--- src/hw/baud_gen_defines.vh ---
// Register map, field positions, reset values and divider constants for the baud rate generator
`ifndef BAUD_GEN_DEFINES_VH
`define BAUD_GEN_DEFINES_VH

// Byte offsets on the Avalon-MM register bus
`define OFS_BAUD_CONTROL 5'h00
`define OFS_RECEIVE_STATUS_CONTROL 5'h04
`define OFS_BAUD_DIVISOR_LOW 5'h08
`define OFS_BAUD_DIVISOR_HIGH 5'h0c
`define OFS_TRANSMIT_STATUS_CONTROL 5'h10

// baud_control fields
`define BC_AUTOBAUD_OVF 7
`define BC_RECEIVER_IDLE 6
`define BC_CLOCK_POLARITY 4
`define BC_WIDE_DIVIDER 3
`define BC_WAKE_ENABLE 1
`define BC_AUTOBAUD_ENABLE 0
`define BC_WRITE_MASK 8'h1b

// receive_status_control fields
`define RC_SERIAL_ENABLE 7
`define RC_CONT_RECEIVE 4
`define RC_WRITE_MASK 8'hf8

// transmit_status_control fields
`define TC_CLOCK_SOURCE 7
`define TC_TRANSMIT_ENABLE 5
`define TC_SYNC_MODE 4
`define TC_HIGH_SPEED 2
`define TC_SHIFT_EMPTY 1
`define TC_WRITE_MASK 8'hfd

// Reset values
`define BAUD_CONTROL_RESET 8'h00
`define RECEIVE_CONTROL_RESET 8'h00
`define DIVISOR_RESET 8'h00
`define TRANSMIT_CONTROL_RESET 8'h00

// Prescaler last counts for the multipliers 64, 16 and 4
`define MULT_SEL_64 2'h0
`define MULT_SEL_16 2'h1
`define MULT_SEL_4 2'h2
`define PRESCALE_LAST_64 6'h3f
`define PRESCALE_LAST_16 6'h0f
`define PRESCALE_LAST_4 6'h03

`endif

--- src/hw/rate_prescaler.v ---
// Prescaler that divides the system clock by 64, 16 or 4
`timescale 1ns/100ps
`include "baud_gen_defines.vh"

module rate_prescaler (
  input wire core_clk,
  input wire rst,
  input wire clear,
  input wire [1:0] multSel,
  output wire preTick
);

  reg [5:0] count;
  reg [5:0] lastCount;

  // Last count of the chosen multiplier
  always @* begin
    case (multSel)
      `MULT_SEL_64: lastCount = `PRESCALE_LAST_64;
      `MULT_SEL_16: lastCount = `PRESCALE_LAST_16;
      `MULT_SEL_4: lastCount = `PRESCALE_LAST_4;
      default: lastCount = `PRESCALE_LAST_4;
    endcase
  end

  // Compare with >= so a switch to a smaller multiplier never runs past the limit
  assign preTick = (count >= lastCount);

  // Free running divider, restarted by a divisor write
  always @(posedge core_clk) begin
    if (rst || clear || preTick) begin
      count <= 6'h00;
    end else begin
      count <= count + 6'h01;
    end
  end

endmodule // rate_prescaler

--- src/hw/baud_rate_timer.v ---
// Divisor counter that turns prescaler ticks into one baud tick per n+1 of them
`timescale 1ns/100ps

module baud_rate_timer (
  input wire core_clk,
  input wire rst,
  input wire clear,
  input wire preTick,
  input wire wideDivider,
  input wire [15:0] divisor,
  output wire timerTick
);

  reg [15:0] count;
  wire [15:0] limit;

  // In 8-bit mode only the low byte takes part in the count
  assign limit = wideDivider ? divisor : {8'h00, divisor[7:0]};
  assign timerTick = preTick && (count >= limit);

  // Counts prescaler ticks from 0 to n, then wraps
  always @(posedge core_clk) begin
    if (rst || clear) begin
      count <= 16'h0000;
    end else if (timerTick) begin
      count <= 16'h0000;
    end else if (preTick) begin
      count <= count + 16'h0001;
    end
  end

endmodule // baud_rate_timer

--- src/hw/serial_baud_rate_generator.v ---
// Baud rate generator of the serial port unit with its Avalon-MM control registers
//
// Functional notes
// - One timer serves async and sync operation
// - Counts 8 bits, 16 bits when wide set
// - Free running; period set by divisor pair
// - Divisor n is the high:low byte pair
// - Async multiplier set by high-speed and wide
// - Sync mode ignores the high-speed select bit
// - Async, 8-bit, low speed: clock/(64(n+1))
// - Divisor write clears the timer at once
// - Receiver idle flag reads 1 when idle
// - High-speed bit set picks high-speed rate in async mode only
//
// The address map and the Avalon-MM slave port were left to the implementer.
`timescale 1ns/100ps
`include "baud_gen_defines.vh"

module serial_baud_rate_generator (
  input wire core_clk,
  input wire rst,
  input wire [4:0] avs_address,
  input wire avs_read,
  input wire avs_write,
  input wire [31:0] avs_writedata,
  input wire [3:0] avs_byteenable,
  output reg [31:0] avs_readdata,
  output reg avs_waitrequest,
  input wire rxActive,
  output reg baudTick,
  output reg syncMode,
  output reg clockMaster,
  output reg clockPolarity,
  output reg serialEnable,
  output reg transmitEnable,
  output reg receiveEnable
);

  // Software visible state
  reg [7:0] baudControl;
  reg [7:0] receiveControl;
  reg [7:0] transmitControl;
  reg [7:0] divisorLow;
  reg [7:0] divisorHigh;
  reg receiverIdle;

  // Bus handshake
  wire busRequest;
  wire accessNow;
  wire writeNow;
  wire laneZero;
  reg [7:0] next_readByte;

  // Timer plumbing
  reg [1:0] multSel;
  wire divisorWrite;
  wire preTick;
  wire timerTick;
  wire wideDivider;
  wire highSpeed;
  wire syncSelect;

  // Field views of the control registers
  assign wideDivider = baudControl[`BC_WIDE_DIVIDER];
  assign highSpeed = transmitControl[`TC_HIGH_SPEED];
  assign syncSelect = transmitControl[`TC_SYNC_MODE];

  // ------------------------------------------------------------------
  // Avalon-MM slave
  // ------------------------------------------------------------------

  // A request is held by the master until it sees waitrequest low
  assign busRequest = avs_read || avs_write;

  // Exactly one wait state: waitrequest drops in the cycle after the request
  assign accessNow = busRequest && !avs_waitrequest;
  assign writeNow = avs_write && accessNow;

  // All registers are eight bits wide, so only byte lane 0 carries data
  assign laneZero = avs_byteenable[0];

  // Waitrequest is high at rest and low for one cycle per access
  always @(posedge core_clk) begin
    if (rst) begin
      avs_waitrequest <= 1'b1;
    end else if (busRequest && avs_waitrequest) begin
      avs_waitrequest <= 1'b0;
    end else begin
      avs_waitrequest <= 1'b1;
    end
  end

  // Read multiplexer; unmapped offsets and unused bits read as zero
  always @* begin
    next_readByte = 8'h00;
    case (avs_address)
      `OFS_BAUD_CONTROL: begin
        next_readByte = baudControl & `BC_WRITE_MASK;
        next_readByte[`BC_RECEIVER_IDLE] = receiverIdle;
        next_readByte[`BC_AUTOBAUD_OVF] = 1'b0;
      end
      `OFS_RECEIVE_STATUS_CONTROL: begin
        next_readByte = receiveControl & `RC_WRITE_MASK;
      end
      `OFS_BAUD_DIVISOR_LOW: begin
        next_readByte = divisorLow;
      end
      `OFS_BAUD_DIVISOR_HIGH: begin
        next_readByte = divisorHigh;
      end
      `OFS_TRANSMIT_STATUS_CONTROL: begin
        next_readByte = transmitControl & `TC_WRITE_MASK;
        // No transmitter is attached here, so the shift register is always empty
        next_readByte[`TC_SHIFT_EMPTY] = 1'b1;
      end
      default: begin
        next_readByte = 8'h00;
      end
    endcase
  end

  // Read data are captured as waitrequest drops and held until the next read
  always @(posedge core_clk) begin
    if (rst) begin
      avs_readdata <= 32'h00000000;
    end else if (avs_read && avs_waitrequest) begin
      avs_readdata <= {24'h000000, next_readByte};
    end
  end

  // ------------------------------------------------------------------
  // Control registers
  // ------------------------------------------------------------------

  // Writes land on the edge where the master sees waitrequest low
  always @(posedge core_clk) begin
    if (rst) begin
      baudControl <= `BAUD_CONTROL_RESET;
      receiveControl <= `RECEIVE_CONTROL_RESET;
      transmitControl <= `TRANSMIT_CONTROL_RESET;
    end else if (writeNow && laneZero) begin
      case (avs_address)
        `OFS_BAUD_CONTROL: begin
          baudControl <= avs_writedata[7:0] & `BC_WRITE_MASK;
        end
        `OFS_RECEIVE_STATUS_CONTROL: begin
          receiveControl <= avs_writedata[7:0] & `RC_WRITE_MASK;
        end
        `OFS_TRANSMIT_STATUS_CONTROL: begin
          transmitControl <= avs_writedata[7:0] & `TC_WRITE_MASK;
        end
        default: begin
          receiveControl <= receiveControl;
        end
      endcase
    end
  end

  // Divisor pair; each byte is written on its own offset
  always @(posedge core_clk) begin
    if (rst) begin
      divisorLow <= `DIVISOR_RESET;
      divisorHigh <= `DIVISOR_RESET;
    end else if (writeNow && laneZero) begin
      if (avs_address == `OFS_BAUD_DIVISOR_LOW) begin
        divisorLow <= avs_writedata[7:0];
      end
      if (avs_address == `OFS_BAUD_DIVISOR_HIGH) begin
        divisorHigh <= avs_writedata[7:0];
      end
    end
  end

  // Writing either byte of the pair restarts the whole chain, so the new
  // rate is seen on the next period rather than after a stale overflow
  assign divisorWrite = writeNow && laneZero &&
    ((avs_address == `OFS_BAUD_DIVISOR_LOW) || (avs_address == `OFS_BAUD_DIVISOR_HIGH));

  // ------------------------------------------------------------------
  // Receiver idle flag
  // ------------------------------------------------------------------

  // rxActive comes from receiver logic on this clock, so no synchroniser
  // is needed; the flag only follows the receiver and never latches
  always @(posedge core_clk) begin
    if (rst) begin
      receiverIdle <= 1'b1;
    end else begin
      receiverIdle <= !rxActive;
    end
  end

  // ------------------------------------------------------------------
  // Multiplier selection
  // ------------------------------------------------------------------

  // Sync mode always divides by 4 whatever the high-speed bit says;
  // async mode picks 64, 16 or 4 from the two select bits together
  always @* begin
    if (syncSelect) begin
      multSel = `MULT_SEL_4;
    end else begin
      case ({highSpeed, wideDivider})
        2'b00: multSel = `MULT_SEL_64;
        2'b01: multSel = `MULT_SEL_16;
        2'b10: multSel = `MULT_SEL_16;
        2'b11: multSel = `MULT_SEL_4;
        default: multSel = `MULT_SEL_64;
      endcase
    end
  end

  // ------------------------------------------------------------------
  // Timer chain
  // ------------------------------------------------------------------

  // One chain feeds both async and sync users of the port
  rate_prescaler prescaler (
    .core_clk(core_clk),
    .rst(rst),
    .clear(divisorWrite),
    .multSel(multSel),
    .preTick(preTick)
  );

  // The count width follows the wide-divider bit
  baud_rate_timer timer (
    .core_clk(core_clk),
    .rst(rst),
    .clear(divisorWrite),
    .preTick(preTick),
    .wideDivider(wideDivider),
    .divisor({divisorHigh, divisorLow}),
    .timerTick(timerTick)
  );

  // Registered tick, one cycle wide, once per multiplier*(n+1) clocks.
  // A divisor write also kills a tick that would land in the same cycle.
  always @(posedge core_clk) begin
    if (rst) begin
      baudTick <= 1'b0;
    end else begin
      baudTick <= timerTick && !divisorWrite;
    end
  end

  // ------------------------------------------------------------------
  // Mode outputs for the transmitter and receiver
  // ------------------------------------------------------------------

  // Registered copies so every output leaves from a flip-flop; they lag
  // the register write by one cycle, which the serial logic tolerates
  always @(posedge core_clk) begin
    if (rst) begin
      syncMode <= 1'b0;
      clockMaster <= 1'b0;
      clockPolarity <= 1'b0;
      serialEnable <= 1'b0;
      transmitEnable <= 1'b0;
      receiveEnable <= 1'b0;
    end else begin
      syncMode <= syncSelect;
      clockMaster <= transmitControl[`TC_CLOCK_SOURCE];
      clockPolarity <= baudControl[`BC_CLOCK_POLARITY];
      serialEnable <= receiveControl[`RC_SERIAL_ENABLE];
      transmitEnable <= transmitControl[`TC_TRANSMIT_ENABLE];
      receiveEnable <= receiveControl[`RC_CONT_RECEIVE];
    end
  end

endmodule // serial_baud_rate_generator

--- config.mk ---
export PLATFORM = sky130hd
export DESIGN_NAME = serial_baud_rate_generator
export DESIGN_NICKNAME = d
export VERILOG_FILES = /design/src/hw/rate_prescaler.v /design/src/hw/baud_rate_timer.v /design/src/hw/serial_baud_rate_generator.v
export VERILOG_INCLUDE_DIRS = /design/src /design/src/hw
export SDC_FILE = /design/constraint.sdc
export NUM_CORES = 1
export LEC_CHECK = 0
export BUFFER_PORTS_ARGS = -buffer_cell sky130_fd_sc_hd__buf_2
export CAP_MARGIN = 10
export CORE_MARGIN = 2
export CORE_UTILIZATION = 60
export CTS_BUF_LIST = sky130_fd_sc_hd__clkbuf_8
export DETAILED_ROUTE_END_ITERATION = 16
export PLACE_DENSITY = 0.88
export RECOVER_POWER = 50
export SYNTH_ARGS = -nofsm -noshare
export SYNTH_HDL_FRONTEND = slang
export SYNTH_SLANG_ARGS = --single-unit
--- constraint.sdc ---
create_clock -name core_clk -period 5 [get_ports core_clk]
set_input_delay 0.25 -clock core_clk [delete_from_list [all_inputs] [get_ports core_clk]]
set_output_delay 0.25 -clock core_clk [all_outputs]
set_load 0.03 [all_outputs]
==> out/summary.json <==
{
  "run_status": {"value": "finished with violations"},
  "failing_checks": {"value": "max-capacitance violations, max-slew violations"},
  "post-route-cell-area": {"value": 0.00392, "unit": "sq mm"},
  "powerDensity": {"value": 285, "unit": "mW/mm^2"},
  "total_of_buffers_placed_on_input_and_output_ports": {"value": 34},
  "synth_area": {"value": 0.00365, "unit": "sq mm"},
  "area_growth_syn_to_layout": {"value": 7.45, "unit": "%"},
  "most-common-layout-cells": {"value": "sky130_fd_sc_hd__dfxtp_1 (71), sky130_fd_sc_hd__nor2_1 (62), sky130_fd_sc_hd__mux2i_1 (28)"},
  "post-cts-setup-buffers": {"value": 0},
  "synthesis.yosys.warnings": {"value": 0},
  "ys_types": {"value": 53},
  "cts.reportedPaths.clkPinSlew": {"value": 0.08, "unit": "ns"},
  "vdd_drop_max": {"value": 0.000210, "unit": "V"},
  "hold_class": {"value": "input port to register"},
  "dieHeight": {"value": 82.0, "unit": "microns"},
  "criticalPathCategory": {"value": "register to register"},
  "clk-insertion-delay-late": {"value": 0.36, "unit": "ns"},
  "post-layout-total-power": {"value": 1.12, "unit": "mW"},
  "synth_area_per_cell": {"value": 8.98, "unit": "sq um"},
  "fin_tns_setup": {"value": 0, "unit": "ns"},
  "cp-start-kind": {"value": "register"},
  "grt_start_max_net_pins": {"value": 49},
  "cts_num_sinks": {"value": 71},
  "ctsResizeCount": {"value": 0},
  "routed_wl": {"value": 7550, "unit": "microns"},
  "globalRoute.totalOverflow": {"value": 0},
  "unrepaired_setup_endpoints_after_global_routing": {"value": "no"},
  "maxCapViolCount": {"value": 1},
  "max-slew-margin-rel": {"value": -33.2, "unit": "%"},
  "dp.final_hpwl": {"value": 5400, "unit": "microns"},
  "clock_tree_from_tritoncts": {"value": "yes"},
  "wire_length_of_the_first_global_routing_pass": {"value": 12000, "unit": "microns"},
  "antenna_found_initial": {"value": 0},
  "post_drt_wl_per_cell": {"value": 14.7, "unit": "microns"},
  "crit_path_end_kind": {"value": "register"},
  "timing.final.crit_share": {"value": 55.4, "unit": "%"},
  "final.min_clock_period": {"value": 2.77, "unit": "ns"},
  "synth_seq_area_share": {"value": 39.0, "unit": "%"},
  "clock_tree.htree_level_count": {"value": 3},
  "routabilityCongestion": {"value": 0.823},
  "dr_total_vias": {"value": 2960},
  "floorplan.die_area": {"value": 0.00672, "unit": "sq mm"},
  "insertedDiodeCount": {"value": 0},
  "hold_viol": {"value": 0},
  "finish.cell_count_without_fillers": {"value": 514},
  "crit_required": {"value": 5.23, "unit": "ns"},
  "synthesis.instances": {"value": 406},
  "initialDrtViolationCount": {"value": 217},
  "place_inst": {"value": 498},
  "number_of_nets_in_the_finished_design": {"value": 503},
  "clk_path_buf_depth": {"value": 2},
  "postSynth.topFlopCell": {"value": "sky130_fd_sc_hd__dfxtp_1"},
  "final.setup_skew": {"value": 0.00730, "unit": "ns"},
  "synth-seq-cells": {"value": 71},
  "tritoncts.num_buffers": {"value": 9},
  "timing.final.ws_setup": {"value": 2.23, "unit": "ns"},
  "clk_root_buffer_cell": {"value": "sky130_fd_sc_hd__clkbuf_8"},
  "globalRouteTotalUtil": {"value": 23.8, "unit": "%"},
  "hold-worst-slack": {"value": 0.0744, "unit": "ns"},
  "drt_pass1_iterations": {"value": 6},
  "worstMarginPinSlew": {"value": 2.00, "unit": "ns"},
  "synthArstFlopShare": {"value": 0, "unit": "%"},
  "core.rowCount": {"value": 28},
  "critical_path_arrival": {"value": 3.00, "unit": "ns"},
  "cts_hold_buffers": {"value": 0},
  "setup_viol_count_final": {"value": 0},
  "die-width": {"value": 82.0, "unit": "microns"},
  "report.final.slew_viol_count": {"value": 49},
  "critical_path_peak_fanout": {"value": 16},
  "fill_cells": {"value": 466},
  "grt_pass1_vias": {"value": 2588},
  "final_core_utilization": {"value": 66.6, "unit": "%"},
  "placeableCoreArea": {"value": 0.00589, "unit": "sq mm"},
  "maxClockFrequency": {"value": 0.361, "unit": "GHz"},
  "number_of_enable_flip_flop_cells_after_synthesis": {"value": 0},
  "start_util": {"value": 61.9, "unit": "%"},
  "drt-vias-per-instance": {"value": 5.76},
  "share_of_post_route_cells_with_drive_strength_above_1": {"value": 9.79, "unit": "%"},
  "design.portCount": {"value": 86},
  "route.detailed.drc": {"value": 0},
  "mostFrequentLayoutCell": {"value": "sky130_fd_sc_hd__dfxtp_1"},
  "dp_slack": {"value": 2.25, "unit": "ns"},
  "detail-route-antenna-nets": {"value": 0},
  "leakage": {"value": 1.65, "unit": "nW"},
  "placedInstanceArea": {"value": 0.00375, "unit": "sq mm"}
}
[layout make-up]
cell class / count / area (sq um) / share of cell area [%]
clock buffer: 10 / 138 / 3.51
clock inverter: 6 / 68.8 / 1.76
inverter: 11 / 41.3 / 1.05
multi-input combinational: 306 / 2000 / 51.0
sequential: 71 / 1420 / 36.3
tap: 75 / 93.8 / 2.40
timing repair buffer: 35 / 156 / 3.99
[kinds of logic after synthesis]
| logic type | share of synthesized area (%) |
|---|---|
| other cells | 0.103 |
| compound gates | 10.6 |
| flops | 39.0 |
| mux | 10.2 |
| fa+ha+maj | 7.89 |
| buf+inv | 8.20 |
| xor+xnor | 4.08 |
| simple gates | 20.0 |
[worst max-delay path: stages, from the launching register on]
cell	delay, ns
sky130_fd_sc_hd__dfxtp_1	0.54
sky130_fd_sc_hd__ha_1	0.30
sky130_fd_sc_hd__or3_1	0.38
sky130_fd_sc_hd__ha_1	0.29
sky130_fd_sc_hd__o21a_1	0.15
sky130_fd_sc_hd__a21o_1	0.14
sky130_fd_sc_hd__a211o_1	0.27
sky130_fd_sc_hd__a21boi_4	0.47
sky130_fd_sc_hd__nor2_1	0.11
[cells in the mapped netlist (9+ instances only)]
master	n	share of area (%)
sky130_fd_sc_hd__a21oi_1	23	3.2
sky130_fd_sc_hd__buf_4	24	4.9
sky130_fd_sc_hd__clkbuf_1	9	0.93
sky130_fd_sc_hd__dfxtp_1	71	39
sky130_fd_sc_hd__ha_1	23	7.9
sky130_fd_sc_hd__inv_1	11	1.1
sky130_fd_sc_hd__mux2i_1	28	7.7
sky130_fd_sc_hd__nand2_1	24	2.5
sky130_fd_sc_hd__nand3_1	25	3.4
sky130_fd_sc_hd__nor2_1	61	6.3
sky130_fd_sc_hd__o21ai_0	9	1.2
sky130_fd_sc_hd__xnor2_1	10	2.4
[flip-flops by register name, indices dropped and copies added, names as in the netlist, 4 cells and up]
| signal | cells |
|---|---|
| timer.count | 16 |
| avs_readdata | 8 |
| divisorHigh | 8 |
| divisorLow | 8 |
| transmitControl | 7 |
| prescaler.count | 6 |
| receiveControl | 5 |
| baudControl | 4 |
[metal layers]
metal | routed length, microns | track usage, % | vias to the layer above
li1 | - | - | 1429
met1 | 3270 | 30.7 | 1393
met2 | 3650 | 37.8 | 118
met3 | 483 | 7.69 | 20
met4 | 144 | 7.67 | 0
met5 | 0 | 0 | -
[power by group]
| part | internal (mW) | leakage, nW | switching [mW] |
|---|---|---|---|
| clock | 0.245 | 0.0912 | 0.231 |
| combinational | 0.0148 | 0.989 | 0.0551 |
| sequential | 0.568 | 0.573 | 0.00269 |
| total | 0.829 | 1.65 | 0.289 |
[worst paths after layout]
check                     startpoint            endpoint  slack, ns  cells past startpoint
setup / recovery      baudControl[3]     timer.count[10]       2.23                      8
setup reg to reg      baudControl[3]     timer.count[10]       2.23                      8
hold reg to reg   prescaler.count[0]  prescaler.count[0]       0.44                      1
hold / removal              rxActive        receiverIdle       0.07                      2
(Power assumes the default switching activity.)
